File: config.mk
export PLATFORM = sky130hd
export DESIGN_NAME = cbs_sequencer
export DESIGN_NICKNAME = d
export VERILOG_FILES = /design/src/core/cbs_pkg.sv /design/src/core/cbs_irq_if.sv /design/src/core/cbs_irq_sampler.sv /design/src/core/cbs_sequencer.sv
export SDC_FILE = /design/constraint.sdc
export NUM_CORES = 1
export LEC_CHECK = 0
export BUFFER_PORTS_ARGS = -buffer_cell sky130_fd_sc_hd__buf_2
export CORE_MARGIN = 3
export CORE_UTILIZATION = 52
export DETAILED_ROUTE_END_ITERATION = 6
export GPL_ROUTABILITY_DRIVEN = 1
export PLACE_DENSITY = 0.81
export SLEW_MARGIN = 10
export SYNTH_ARGS = -nofsm -noshare
export SYNTH_HDL_FRONTEND = slang
export SYNTH_SLANG_ARGS = --single-unit
File: constraint.sdc
create_clock -name clock -period 2.4 [get_ports clock]
set_input_delay 0.48 -clock clock [delete_from_list [all_inputs] [get_ports clock]]
set_output_delay 0.48 -clock clock [all_outputs]
set_load 0.05 [all_outputs]
File: src/core/cbs_pkg.sv
// Package: constants and types of the bus cycle sequencer
`default_nettype none
package cbs_pkg;

  // ----------------------------------------------------------------
  // Bus widths
  // ----------------------------------------------------------------
  localparam int unsigned ADDR_W = 16;
  localparam int unsigned DATA_W = 8;

  // ----------------------------------------------------------------
  // Fixed addresses and reset values
  // ----------------------------------------------------------------
  localparam logic [ADDR_W-1:0] NMI_ENTRY = 16'h0066;
  localparam logic [ADDR_W-1:0] RESET_PC  = 16'h0000;
  localparam logic [DATA_W-1:0] DATA_RST  = 8'h00;

  // ----------------------------------------------------------------
  // Timing counts in T states
  // ----------------------------------------------------------------
  localparam logic [1:0] IO_AUTO_WAITS  = 2'h1;
  localparam logic [1:0] ACK_AUTO_WAITS = 2'h2;
  localparam logic [1:0] RESET_T_STATES = 2'h3;

  // ----------------------------------------------------------------
  // Machine cycle kinds
  // ----------------------------------------------------------------
  typedef enum logic [2:0] {
    CK_FETCH      = 3'h0,
    CK_MEM_RD     = 3'h1,
    CK_MEM_WR     = 3'h2,
    CK_IO_RD      = 3'h3,
    CK_IO_WR      = 3'h4,
    CK_INT_ACK    = 3'h5,
    CK_NMI_FETCH  = 3'h6,
    CK_HALT_FETCH = 3'h7
  } cbs_kind_t;

  // ----------------------------------------------------------------
  // T states, Gray along T1 T2 stall T3 T4
  // ----------------------------------------------------------------
  typedef enum logic [2:0] {
    ST_T1          = 3'h0,
    ST_T2          = 3'h1,
    ST_STALL_STATE = 3'h3,
    ST_T3          = 3'h2,
    ST_T4          = 3'h6,
    ST_BUS         = 3'h7,
    ST_RESET       = 3'h4
  } cbs_state_t;

endpackage : cbs_pkg
`default_nettype wire

File: src/core/cbs_irq_if.sv
// Interface: interrupt link between sequencer and sampler
`timescale 1ns/1ns
`default_nettype none
interface cbs_irq_if;
  logic int_enable;
  logic nmi_take;
  logic nmi_pending;
  logic int_active;

  modport seq (
    output int_enable,
    output nmi_take,
    input  nmi_pending,
    input  int_active
  );

  modport smp (
    input  int_enable,
    input  nmi_take,
    output nmi_pending,
    output int_active
  );
endinterface : cbs_irq_if
`default_nettype wire

File: src/core/cbs_irq_sampler.sv
// Module: interrupt request sampler of the bus cycle sequencer
`timescale 1ns/1ns
`default_nettype none
module cbs_irq_sampler (
  input  wire logic clock,
  input  wire logic reset_n,
  input  wire logic int_n,
  input  wire logic nmi_n,
  cbs_irq_if.smp    irq
);
  import cbs_pkg::*;

  logic nmi_prev;
  logic nmi_pending;
  logic next_nmi_prev;
  logic next_nmi_pending;

  // ----------------------------------------------------------------
  // Edge catch
  // ----------------------------------------------------------------
  always_comb begin
    next_nmi_prev    = nmi_n;
    next_nmi_pending = nmi_pending;
    if (irq.nmi_take)
      next_nmi_pending = 1'b0;
    if (nmi_prev && !nmi_n)
      next_nmi_pending = 1'b1;
  end

  always_ff @(posedge clock or negedge reset_n) begin
    if (!reset_n) begin
      nmi_prev    <= 1'b1;
      nmi_pending <= 1'b0;
    end else begin
      nmi_prev    <= next_nmi_prev;
      nmi_pending <= next_nmi_pending;
    end
  end

  assign irq.nmi_pending = nmi_pending;
  // Level request, gated by the core's enable flag
  assign irq.int_active  = !int_n && irq.int_enable;
endmodule // cbs_irq_sampler
`default_nettype wire

File: src/core/cbs_sequencer.sv
// Module: external bus cycle sequencer, top level
//
// How it works
// - Memory reads strobe exactly like fetch
// - Write request strobe follows stable address
// - Store strobe only inside stable data
// - I/O cycles get one automatic stall
// - Maskable request sampled at instruction end
// - Acknowledge uses I/O strobe, reads vector
// - Acknowledge cycle gets two automatic stalls
// - Non-maskable sampled same time, wins, unmaskable
// - NMI fetch ignores data, restarts 0066H
// - Bus request sampled in last state
// - Granted bus floats on next edge
// - Halt repeats no-op fetches until interrupt
// - Halt output held until interrupt taken
// - Reset floats buses, controls inactive
// - Three idle states after reset release
// - Reset clears program counter to 0000
// - Stopped clock keeps all state
// - Restarted clock resumes where it stopped
// - Stall repeats while wait input low
// - Grant output shows floated bus
// - First-cycle with I/O strobe means acknowledge
`timescale 1ns/1ns
`default_nettype none
module cbs_sequencer (
  input  wire logic                      clock,
  input  wire logic                      rst_n,
  output var  logic [cbs_pkg::ADDR_W-1:0] addr,
  output var  logic                      addr_oe,
  input  wire logic [cbs_pkg::DATA_W-1:0] data_in,
  output var  logic [cbs_pkg::DATA_W-1:0] data_out,
  output var  logic                      data_oe,
  output var  logic                      memory_request_n,
  output var  logic                      io_request_n,
  output var  logic                      read_n,
  output var  logic                      store_n,
  output var  logic                      strobe_oe,
  output var  logic                      first_cycle_n,
  output var  logic                      halt_n,
  input  wire logic                      wait_n,
  input  wire logic                      int_n,
  input  wire logic                      nmi_n,
  input  wire logic                      bus_request_n,
  output var  logic                      bus_grant_n,
  input  wire logic                      cmd_valid,
  input  wire cbs_pkg::cbs_kind_t        cmd_kind,
  input  wire logic [cbs_pkg::ADDR_W-1:0] cmd_addr,
  input  wire logic [cbs_pkg::DATA_W-1:0] cmd_wdata,
  input  wire logic                      instr_end,
  input  wire logic                      halt_exec,
  input  wire logic                      int_enable,
  input  wire logic                      pc_load,
  input  wire logic [cbs_pkg::ADDR_W-1:0] pc_value,
  output var  logic                      cmd_taken,
  output var  logic                      cycle_done,
  output var  cbs_pkg::cbs_kind_t        cycle_kind,
  output var  logic [cbs_pkg::DATA_W-1:0] read_data,
  output var  logic [cbs_pkg::ADDR_W-1:0] pc
);
  import cbs_pkg::*;

  // ----------------------------------------------------------------
  // Reset release
  // ----------------------------------------------------------------
  logic rst_meta;
  logic reset_n;

  always_ff @(posedge clock or negedge rst_n) begin
    if (!rst_n) begin
      rst_meta <= 1'b0;
      reset_n  <= 1'b0;
    end else begin
      rst_meta <= 1'b1;
      reset_n  <= rst_meta;
    end
  end

  // ----------------------------------------------------------------
  // Interrupt sampler
  // ----------------------------------------------------------------
  cbs_irq_if irq ();

  cbs_irq_sampler cbs_irq_sampler_inst (
    .clock   (clock),
    .reset_n (reset_n),
    .int_n   (int_n),
    .nmi_n   (nmi_n),
    .irq     (irq)
  );

  logic nmi_take;
  assign irq.nmi_take   = nmi_take;
  assign irq.int_enable = int_enable;

  // ----------------------------------------------------------------
  // Cycle kind helpers
  // ----------------------------------------------------------------
  function automatic logic m1_kind(input cbs_kind_t k);
    return k inside {CK_FETCH, CK_NMI_FETCH, CK_HALT_FETCH, CK_INT_ACK};
  endfunction

  function automatic logic mem_kind(input cbs_kind_t k);
    return k inside {CK_FETCH, CK_NMI_FETCH, CK_HALT_FETCH,
                     CK_MEM_RD, CK_MEM_WR};
  endfunction

  function automatic logic rd_kind(input cbs_kind_t k);
    return k inside {CK_FETCH, CK_NMI_FETCH, CK_HALT_FETCH,
                     CK_MEM_RD, CK_IO_RD};
  endfunction

  function automatic logic io_kind(input cbs_kind_t k);
    return k inside {CK_IO_RD, CK_IO_WR};
  endfunction

  function automatic logic wr_kind(input cbs_kind_t k);
    return k inside {CK_MEM_WR, CK_IO_WR};
  endfunction

  // ----------------------------------------------------------------
  // Sequencer state
  // ----------------------------------------------------------------
  cbs_state_t        state;
  cbs_kind_t         kind;
  logic [1:0]        auto_left;
  logic [1:0]        reset_cnt;
  logic              bound;
  cbs_state_t        next_state;
  cbs_kind_t         next_kind;
  logic [1:0]        next_auto_left;
  logic [1:0]        next_reset_cnt;
  logic              next_bound;
  logic [ADDR_W-1:0] next_pc;
  logic [ADDR_W-1:0] next_addr;
  logic [DATA_W-1:0] next_data_out;
  logic [DATA_W-1:0] next_read_data;
  logic              next_halted;
  logic              next_done;
  logic              next_taken;
  logic              next_memory_request_n_n;
  logic              next_io_request_n_n;
  logic              next_rd_n;
  logic              next_st_n;
  logic              next_m1_n;
  logic              next_data_oe;
  logic              next_bus_oe;
  logic              next_grant_n;
  logic              cycle_end;
  logic              decide;
  logic              bnd;
  logic              irq_accept;
  logic              in_body;
  logic              in_cycle;
  logic [ADDR_W-1:0] eff_pc;
  logic              halted;

  assign halted     = !halt_n;
  assign cycle_kind = kind;
  // Core jumps are ignored while the reset states run
  assign eff_pc = (pc_load && state != ST_RESET) ? pc_value : pc;

  always_comb begin
    next_state     = state;
    next_kind      = kind;
    next_auto_left = auto_left;
    next_reset_cnt = reset_cnt;
    next_bound     = bound;
    next_pc        = eff_pc;
    next_addr      = addr;
    next_data_out  = data_out;
    next_read_data = read_data;
    next_halted    = halted;
    next_done      = 1'b0;
    next_taken     = 1'b0;
    nmi_take       = 1'b0;
    irq_accept     = 1'b0;
    cycle_end      = 1'b0;
    decide         = 1'b0;
    bnd            = bound;
    unique case (state)
      ST_RESET: begin
        next_reset_cnt = reset_cnt + 2'h1;
        if (reset_cnt == RESET_T_STATES - 2'h1)
          decide = 1'b1;
      end
      ST_T1: begin
        next_state = ST_T2;
      end
      ST_T2: begin
        if (auto_left != 2'h0 || !wait_n)
          next_state = ST_STALL_STATE;
        else
          next_state = ST_T3;
      end
      ST_STALL_STATE: begin
        if (auto_left != 2'h0)
          next_auto_left = auto_left - 2'h1;
        if (next_auto_left != 2'h0 || !wait_n)
          next_state = ST_STALL_STATE;
        else
          next_state = ST_T3;
      end
      ST_T3: begin
        if (kind inside {CK_FETCH, CK_MEM_RD, CK_IO_RD, CK_INT_ACK})
          next_read_data = data_in;
        if (m1_kind(kind))
          next_state = ST_T4;
        else
          cycle_end = 1'b1;
      end
      ST_T4: begin
        cycle_end = 1'b1;
      end
      ST_BUS: begin
        if (bus_request_n)
          decide = 1'b1;
      end
      default: begin
        next_state = ST_RESET;
      end
    endcase

    if (cycle_end) begin
      next_done  = 1'b1;
      bnd        = instr_end || kind == CK_HALT_FETCH;
      next_bound = bnd;
      if (instr_end && halt_exec)
        next_halted = 1'b1;
      // Bus request seen in last state
      if (!bus_request_n)
        next_state = ST_BUS;
      else
        decide = 1'b1;
    end

    if (decide) begin
      next_state = ST_T1;
      next_addr  = eff_pc;
      if (bnd && irq.nmi_pending) begin
        next_kind  = CK_NMI_FETCH;
        nmi_take   = 1'b1;
        irq_accept = 1'b1;
        next_pc    = NMI_ENTRY;
      end else if (bnd && irq.int_active) begin
        next_kind  = CK_INT_ACK;
        irq_accept = 1'b1;
      end else if (bnd && next_halted) begin
        next_kind = CK_HALT_FETCH;
      end else if (!bnd && cmd_valid) begin
        next_kind     = cmd_kind;
        next_addr     = cmd_addr;
        next_data_out = cmd_wdata;
        next_taken    = 1'b1;
      end else begin
        next_kind = CK_FETCH;
        next_pc   = eff_pc + 16'h0001;
      end
      if (irq_accept)
        next_halted = 1'b0;
      if (io_kind(next_kind))
        next_auto_left = IO_AUTO_WAITS;
      else if (next_kind == CK_INT_ACK)
        next_auto_left = ACK_AUTO_WAITS;
      else
        next_auto_left = 2'h0;
    end

    // Pin levels follow the state being entered
    in_body  = next_state inside {ST_T2, ST_STALL_STATE, ST_T3};
    in_cycle = in_body || next_state == ST_T1;
    next_memory_request_n_n  = !(mem_kind(next_kind) && in_body);
    next_rd_n    = !(rd_kind(next_kind) && in_body);
    next_st_n    = !(wr_kind(next_kind)
                     && next_state inside {ST_T2, ST_STALL_STATE});
    next_data_oe = wr_kind(next_kind) && in_cycle;
    next_io_request_n_n  = !((io_kind(next_kind) && in_body)
                     || (next_kind == CK_INT_ACK
                         && next_state inside {ST_STALL_STATE, ST_T3}));
    next_m1_n    = !(m1_kind(next_kind) && in_cycle);
    next_bus_oe  = !(next_state inside {ST_BUS, ST_RESET});
    next_grant_n = next_state != ST_BUS;
  end

  // ----------------------------------------------------------------
  // State registers
  // ----------------------------------------------------------------
  // Static flops: a stopped clock loses nothing
  always_ff @(posedge clock or negedge reset_n) begin
    if (!reset_n) begin
      state            <= ST_RESET;
      kind             <= CK_FETCH;
      auto_left        <= 2'h0;
      reset_cnt        <= 2'h0;
      bound            <= 1'b1;
      pc               <= RESET_PC;
      addr             <= RESET_PC;
      data_out         <= DATA_RST;
      read_data        <= DATA_RST;
      halt_n           <= 1'b1;
      cycle_done       <= 1'b0;
      cmd_taken        <= 1'b0;
      memory_request_n <= 1'b1;
      io_request_n     <= 1'b1;
      read_n           <= 1'b1;
      store_n          <= 1'b1;
      first_cycle_n    <= 1'b1;
      data_oe          <= 1'b0;
      addr_oe          <= 1'b0;
      strobe_oe        <= 1'b0;
      bus_grant_n      <= 1'b1;
    end else begin
      state            <= next_state;
      kind             <= next_kind;
      auto_left        <= next_auto_left;
      reset_cnt        <= next_reset_cnt;
      bound            <= next_bound;
      pc               <= next_pc;
      addr             <= next_addr;
      data_out         <= next_data_out;
      read_data        <= next_read_data;
      halt_n           <= !next_halted;
      cycle_done       <= next_done;
      cmd_taken        <= next_taken;
      memory_request_n <= next_memory_request_n_n;
      io_request_n     <= next_io_request_n_n;
      read_n           <= next_rd_n;
      store_n          <= next_st_n;
      first_cycle_n    <= next_m1_n;
      data_oe          <= next_data_oe;
      addr_oe          <= next_bus_oe;
      strobe_oe        <= next_bus_oe;
      bus_grant_n      <= next_grant_n;
    end
  end
endmodule // cbs_sequencer
`default_nettype wire

==> metrics.cfg <==
[outcome]
status = complete, but fails checks
violations = negative setup slack

[clock_tree]
insertion_delay_ps = 350
cts_tree = done
clockRootBuffer = clkbuf_8
clkTransAtPathRegs_ps = 80
clockBufferDepth = 2
cts_made_buffers = 9
htreeDepth = 3
cts_sinks = 74

[critical_path]
crit_type = reg2reg
cp_slowest_cell = dfstp_2
crit_chain = nor3b_4 > o211ai_1 > a222oi_1 > nand4_1 > buf_4 > or3_4 > a21oi_2
worst_setup_path_end_kind = flop
worst-r2r-cell-count = 7
cp.required_ps = 2680
cp.arrival_ps = 2850
r2r-start = state[2]$_DFF_PN1_
critical_path.top_delay_family = simple AND/OR/NAND/NOR gates
cpPeakStageDelay_ps = 620
worstPathMaxFanout = 7
ff2ff_setup_slack_ps = -170
reg2reg_to = pc[11]$_DFF_PN0_
crit_buf_inv = 1
startpoint_type = flop

[route]
avgRoutedWirePerCell_microns = 18.0
dr.pass1.iters = 5
vias = 4078
drtIter0Drc = 372
antenna_left = 0
drc = 0
routed_via_density = 5.77
drt_wl_total_microns = 12700

[finish]
utilization = 0.798
synthToLayoutAreaGrowth_pct = 46.5
fin_nets = 667
antenna_cells = 0
drive_gt1_frac = 0.520
nFillCells = 474
final_cells = 707

[floorplanning]
die_h_microns = 93.8
initial_core_util = 0.544
die_x_microns = 93.8
dieArea_sq_mm = 0.00881
rows = 31
ios = 125
core-area_sq_mm = 0.00737

[yosys]
synth-adder-area-share = 0.00624
synth_top_family_by_area = simple AND/OR/NAND/NOR gates
synthMuxAreaShare = 0.125
synth_compound_area_frac = 0.182
netlist-cell-type-count = 65
ys_seq_area_frac = 0.465
synth_xor_area_frac = 0.00437
syn-instance-count = 406
postSynth.asyncResetShare = 1.00
ys_ff_latch = 74
synthesis.area_sq_mm = 0.00401
syn_nets = 470
yosys_warnings = 0
syn-mean-instance-area_sq_um = 9.88
yosys.area_share.simple = 0.183
synth-main-ff-cell = dfrtp_1
synth_edf_count = 0

[worst_hold_path]
worstHoldPathCells = 1
hold_path_end = cbs_irq_sampler_inst.nmi_prev$_DFF_PN1_
hp-start = nmi_n
min_path_type = in2reg

[sta]
maxSlewHeadroom = 0.502
min_period_over_period = 1.07
rsz0062_at_grt = true
hold_viol = 0
finalWorstSetupSlack_ps = -172
tightest_slew_ps = 743
setup_viol = 15
drv_slew = 0
finalClockSkew_ps = 17.3
max_freq_mhz = 389
min_period_ps = 2570

[place]
port_buffers = 124
post-place-cells = 668
dp_hpwl_microns = 9130
routabilityCongestion = 0.921

[run]
maxCapViolCount = 0

[global_routing]
grt_antenna_before_repair = 0
grt_pass1_wl_microns = 19100
grt_pass1_vias = 3839
grt_start_max_net_pins = 31
grt.total_usage = 0.276
gr-total-overflow = 0

-- flip-flops by register name, indices dropped and copies added (netlist names), 2 cells and up --
name,flops
addr,16
auto_left,2
cycle_kind,3
data_out,8
pc,16
read_data,8
reset_cnt,2
state,3
-- per-stage QoR --
step | TNS, ps | cell area [sq um] | worst slack, ps | hold slack [ps]
finish | -1200 | 5880 | -172 | 248
floorplan | -3310 | 4060 | -141 | 184
detailed placement | -1730 | 5180 | -216 | 270
CTS | -1080 | 5530 | -113 | 233
global placement | -1170 | 5180 | -230 | 264
global route | -2670 | 5880 | -246 | 228
-- worst max-delay path by stage --
stage | start | endpoint | slack (ps) | depth (start not counted)
finish | state[2]$_DFF_PN1_ | pc[11]$_DFF_PN0_ | -170 | 7
detailed placement | state[2]$_DFF_PN1_ | pc[15]$_DFF_PN0_ | -220 | 6
floorplan | cycle_kind[0]$_DFF_PN0_ | pc[10]$_DFF_PN0_ | -140 | 9
CTS | cycle_kind[0]$_DFF_PN0_ | pc[10]$_DFF_PN0_ | -110 | 9
global placement | state[2]$_DFF_PN1_ | pc[15]$_DFF_PN0_ | -230 | 6
global route | state[2]$_DFF_PN1_ | pc[11]$_DFF_PN0_ | -250 | 7
-- per-layer routing --
metal  global-route usage  vias up  part of all wire  routed length [microns]
li1                     -     1898                 -                        -
met1                0.378     1973              0.43                     5490
met2                0.445      180              0.49                     6200
met3               0.0609       27             0.061                      773
met4               0.0734        0             0.018                      229
met5                    0        -                 0                        0
-- timing repair --
item                                   CTS  global route
endpoints found under the hold margin    2             0
pin swaps                                4            13
setup endpoints to repair               18            37
cloned                                   0             1
setup buffers                            9            13
gates resized for setup                 15            51
hold buffers                             1             0
-- synth_stat cells (all sizes together), types with 3 or more instances --
| master | instances | area share |
|---|---|---|
| and3 | 4 | 0.0062 |
| nand4 | 6 | 0.0094 |
| a31oi | 4 | 0.0078 |
| clkbuf | 9 | 0.0084 |
| dfstp | 10 | 0.065 |
| a21oi | 34 | 0.042 |
| and2 | 5 | 0.0078 |
| nor2 | 32 | 0.031 |
| o31ai | 9 | 0.017 |
| nor3 | 10 | 0.012 |
| buf | 11 | 0.016 |
| nor2b | 3 | 0.0047 |
| nor4 | 3 | 0.0047 |
| nand3 | 15 | 0.019 |
| o21a | 3 | 0.0056 |
| nor3b | 3 | 0.0069 |
| dfrtp | 64 | 0.40 |
| o21ai | 21 | 0.026 |
| nand2b | 6 | 0.0094 |
| or4 | 9 | 0.017 |
| o211ai | 9 | 0.018 |
| nand2 | 36 | 0.034 |
| inv | 10 | 0.0094 |
| mux2i | 21 | 0.052 |
| mux2 | 26 | 0.073 |
-- cell usage in the layout, fill, tap and decap left out, drive strengths merged, types with 3 or more instances in the layout --
cell    count
and2        5
clkbuf     11
o21ai      21
dfrtp      64
a31oi       4
buf       204
nand2      36
mux2       26
nor4        3
dfstp      10
nor2       32
and3        4
nor2b       3
nand3      15
mux2i      21
a21oi      34
nand4       6
o21a        3
o31ai       9
nand2b      6
or4         9
inv        11
nor3       10
o211ai      9
nor3b       3
-- cell families after synthesis --
| kind of cell | count (synthesis) |
|---|---|
| AO/OA/AOI/OAI | 107 |
| XOR/XNOR | 2 |
| adder cells (fa/ha/maj) | 2 |
| buffers and inverters | 30 |
| flip-flops | 74 |
| multiplexers | 47 |
| other | 1 |
| AND/OR/NAND/NOR | 143 |
-- area by class of cell --
| class | instances | area (sq um) | share of cell area |
|---|---|---|---|
| flip-flops and latches | 74 | 1870 | 0.318 |
| clock inverters | 6 | 90.1 | 0.0153 |
| inverters | 10 | 40.0 | 0.00681 |
| well taps | 99 | 124 | 0.0211 |
| clock buffers | 10 | 128 | 0.0217 |
| repair buffers | 206 | 1330 | 0.226 |
| multi-input cells | 302 | 2300 | 0.391 |
Power is not shown: default switching activity piles up to over one toggle a cycle in this logic, so the estimate is an artifact.
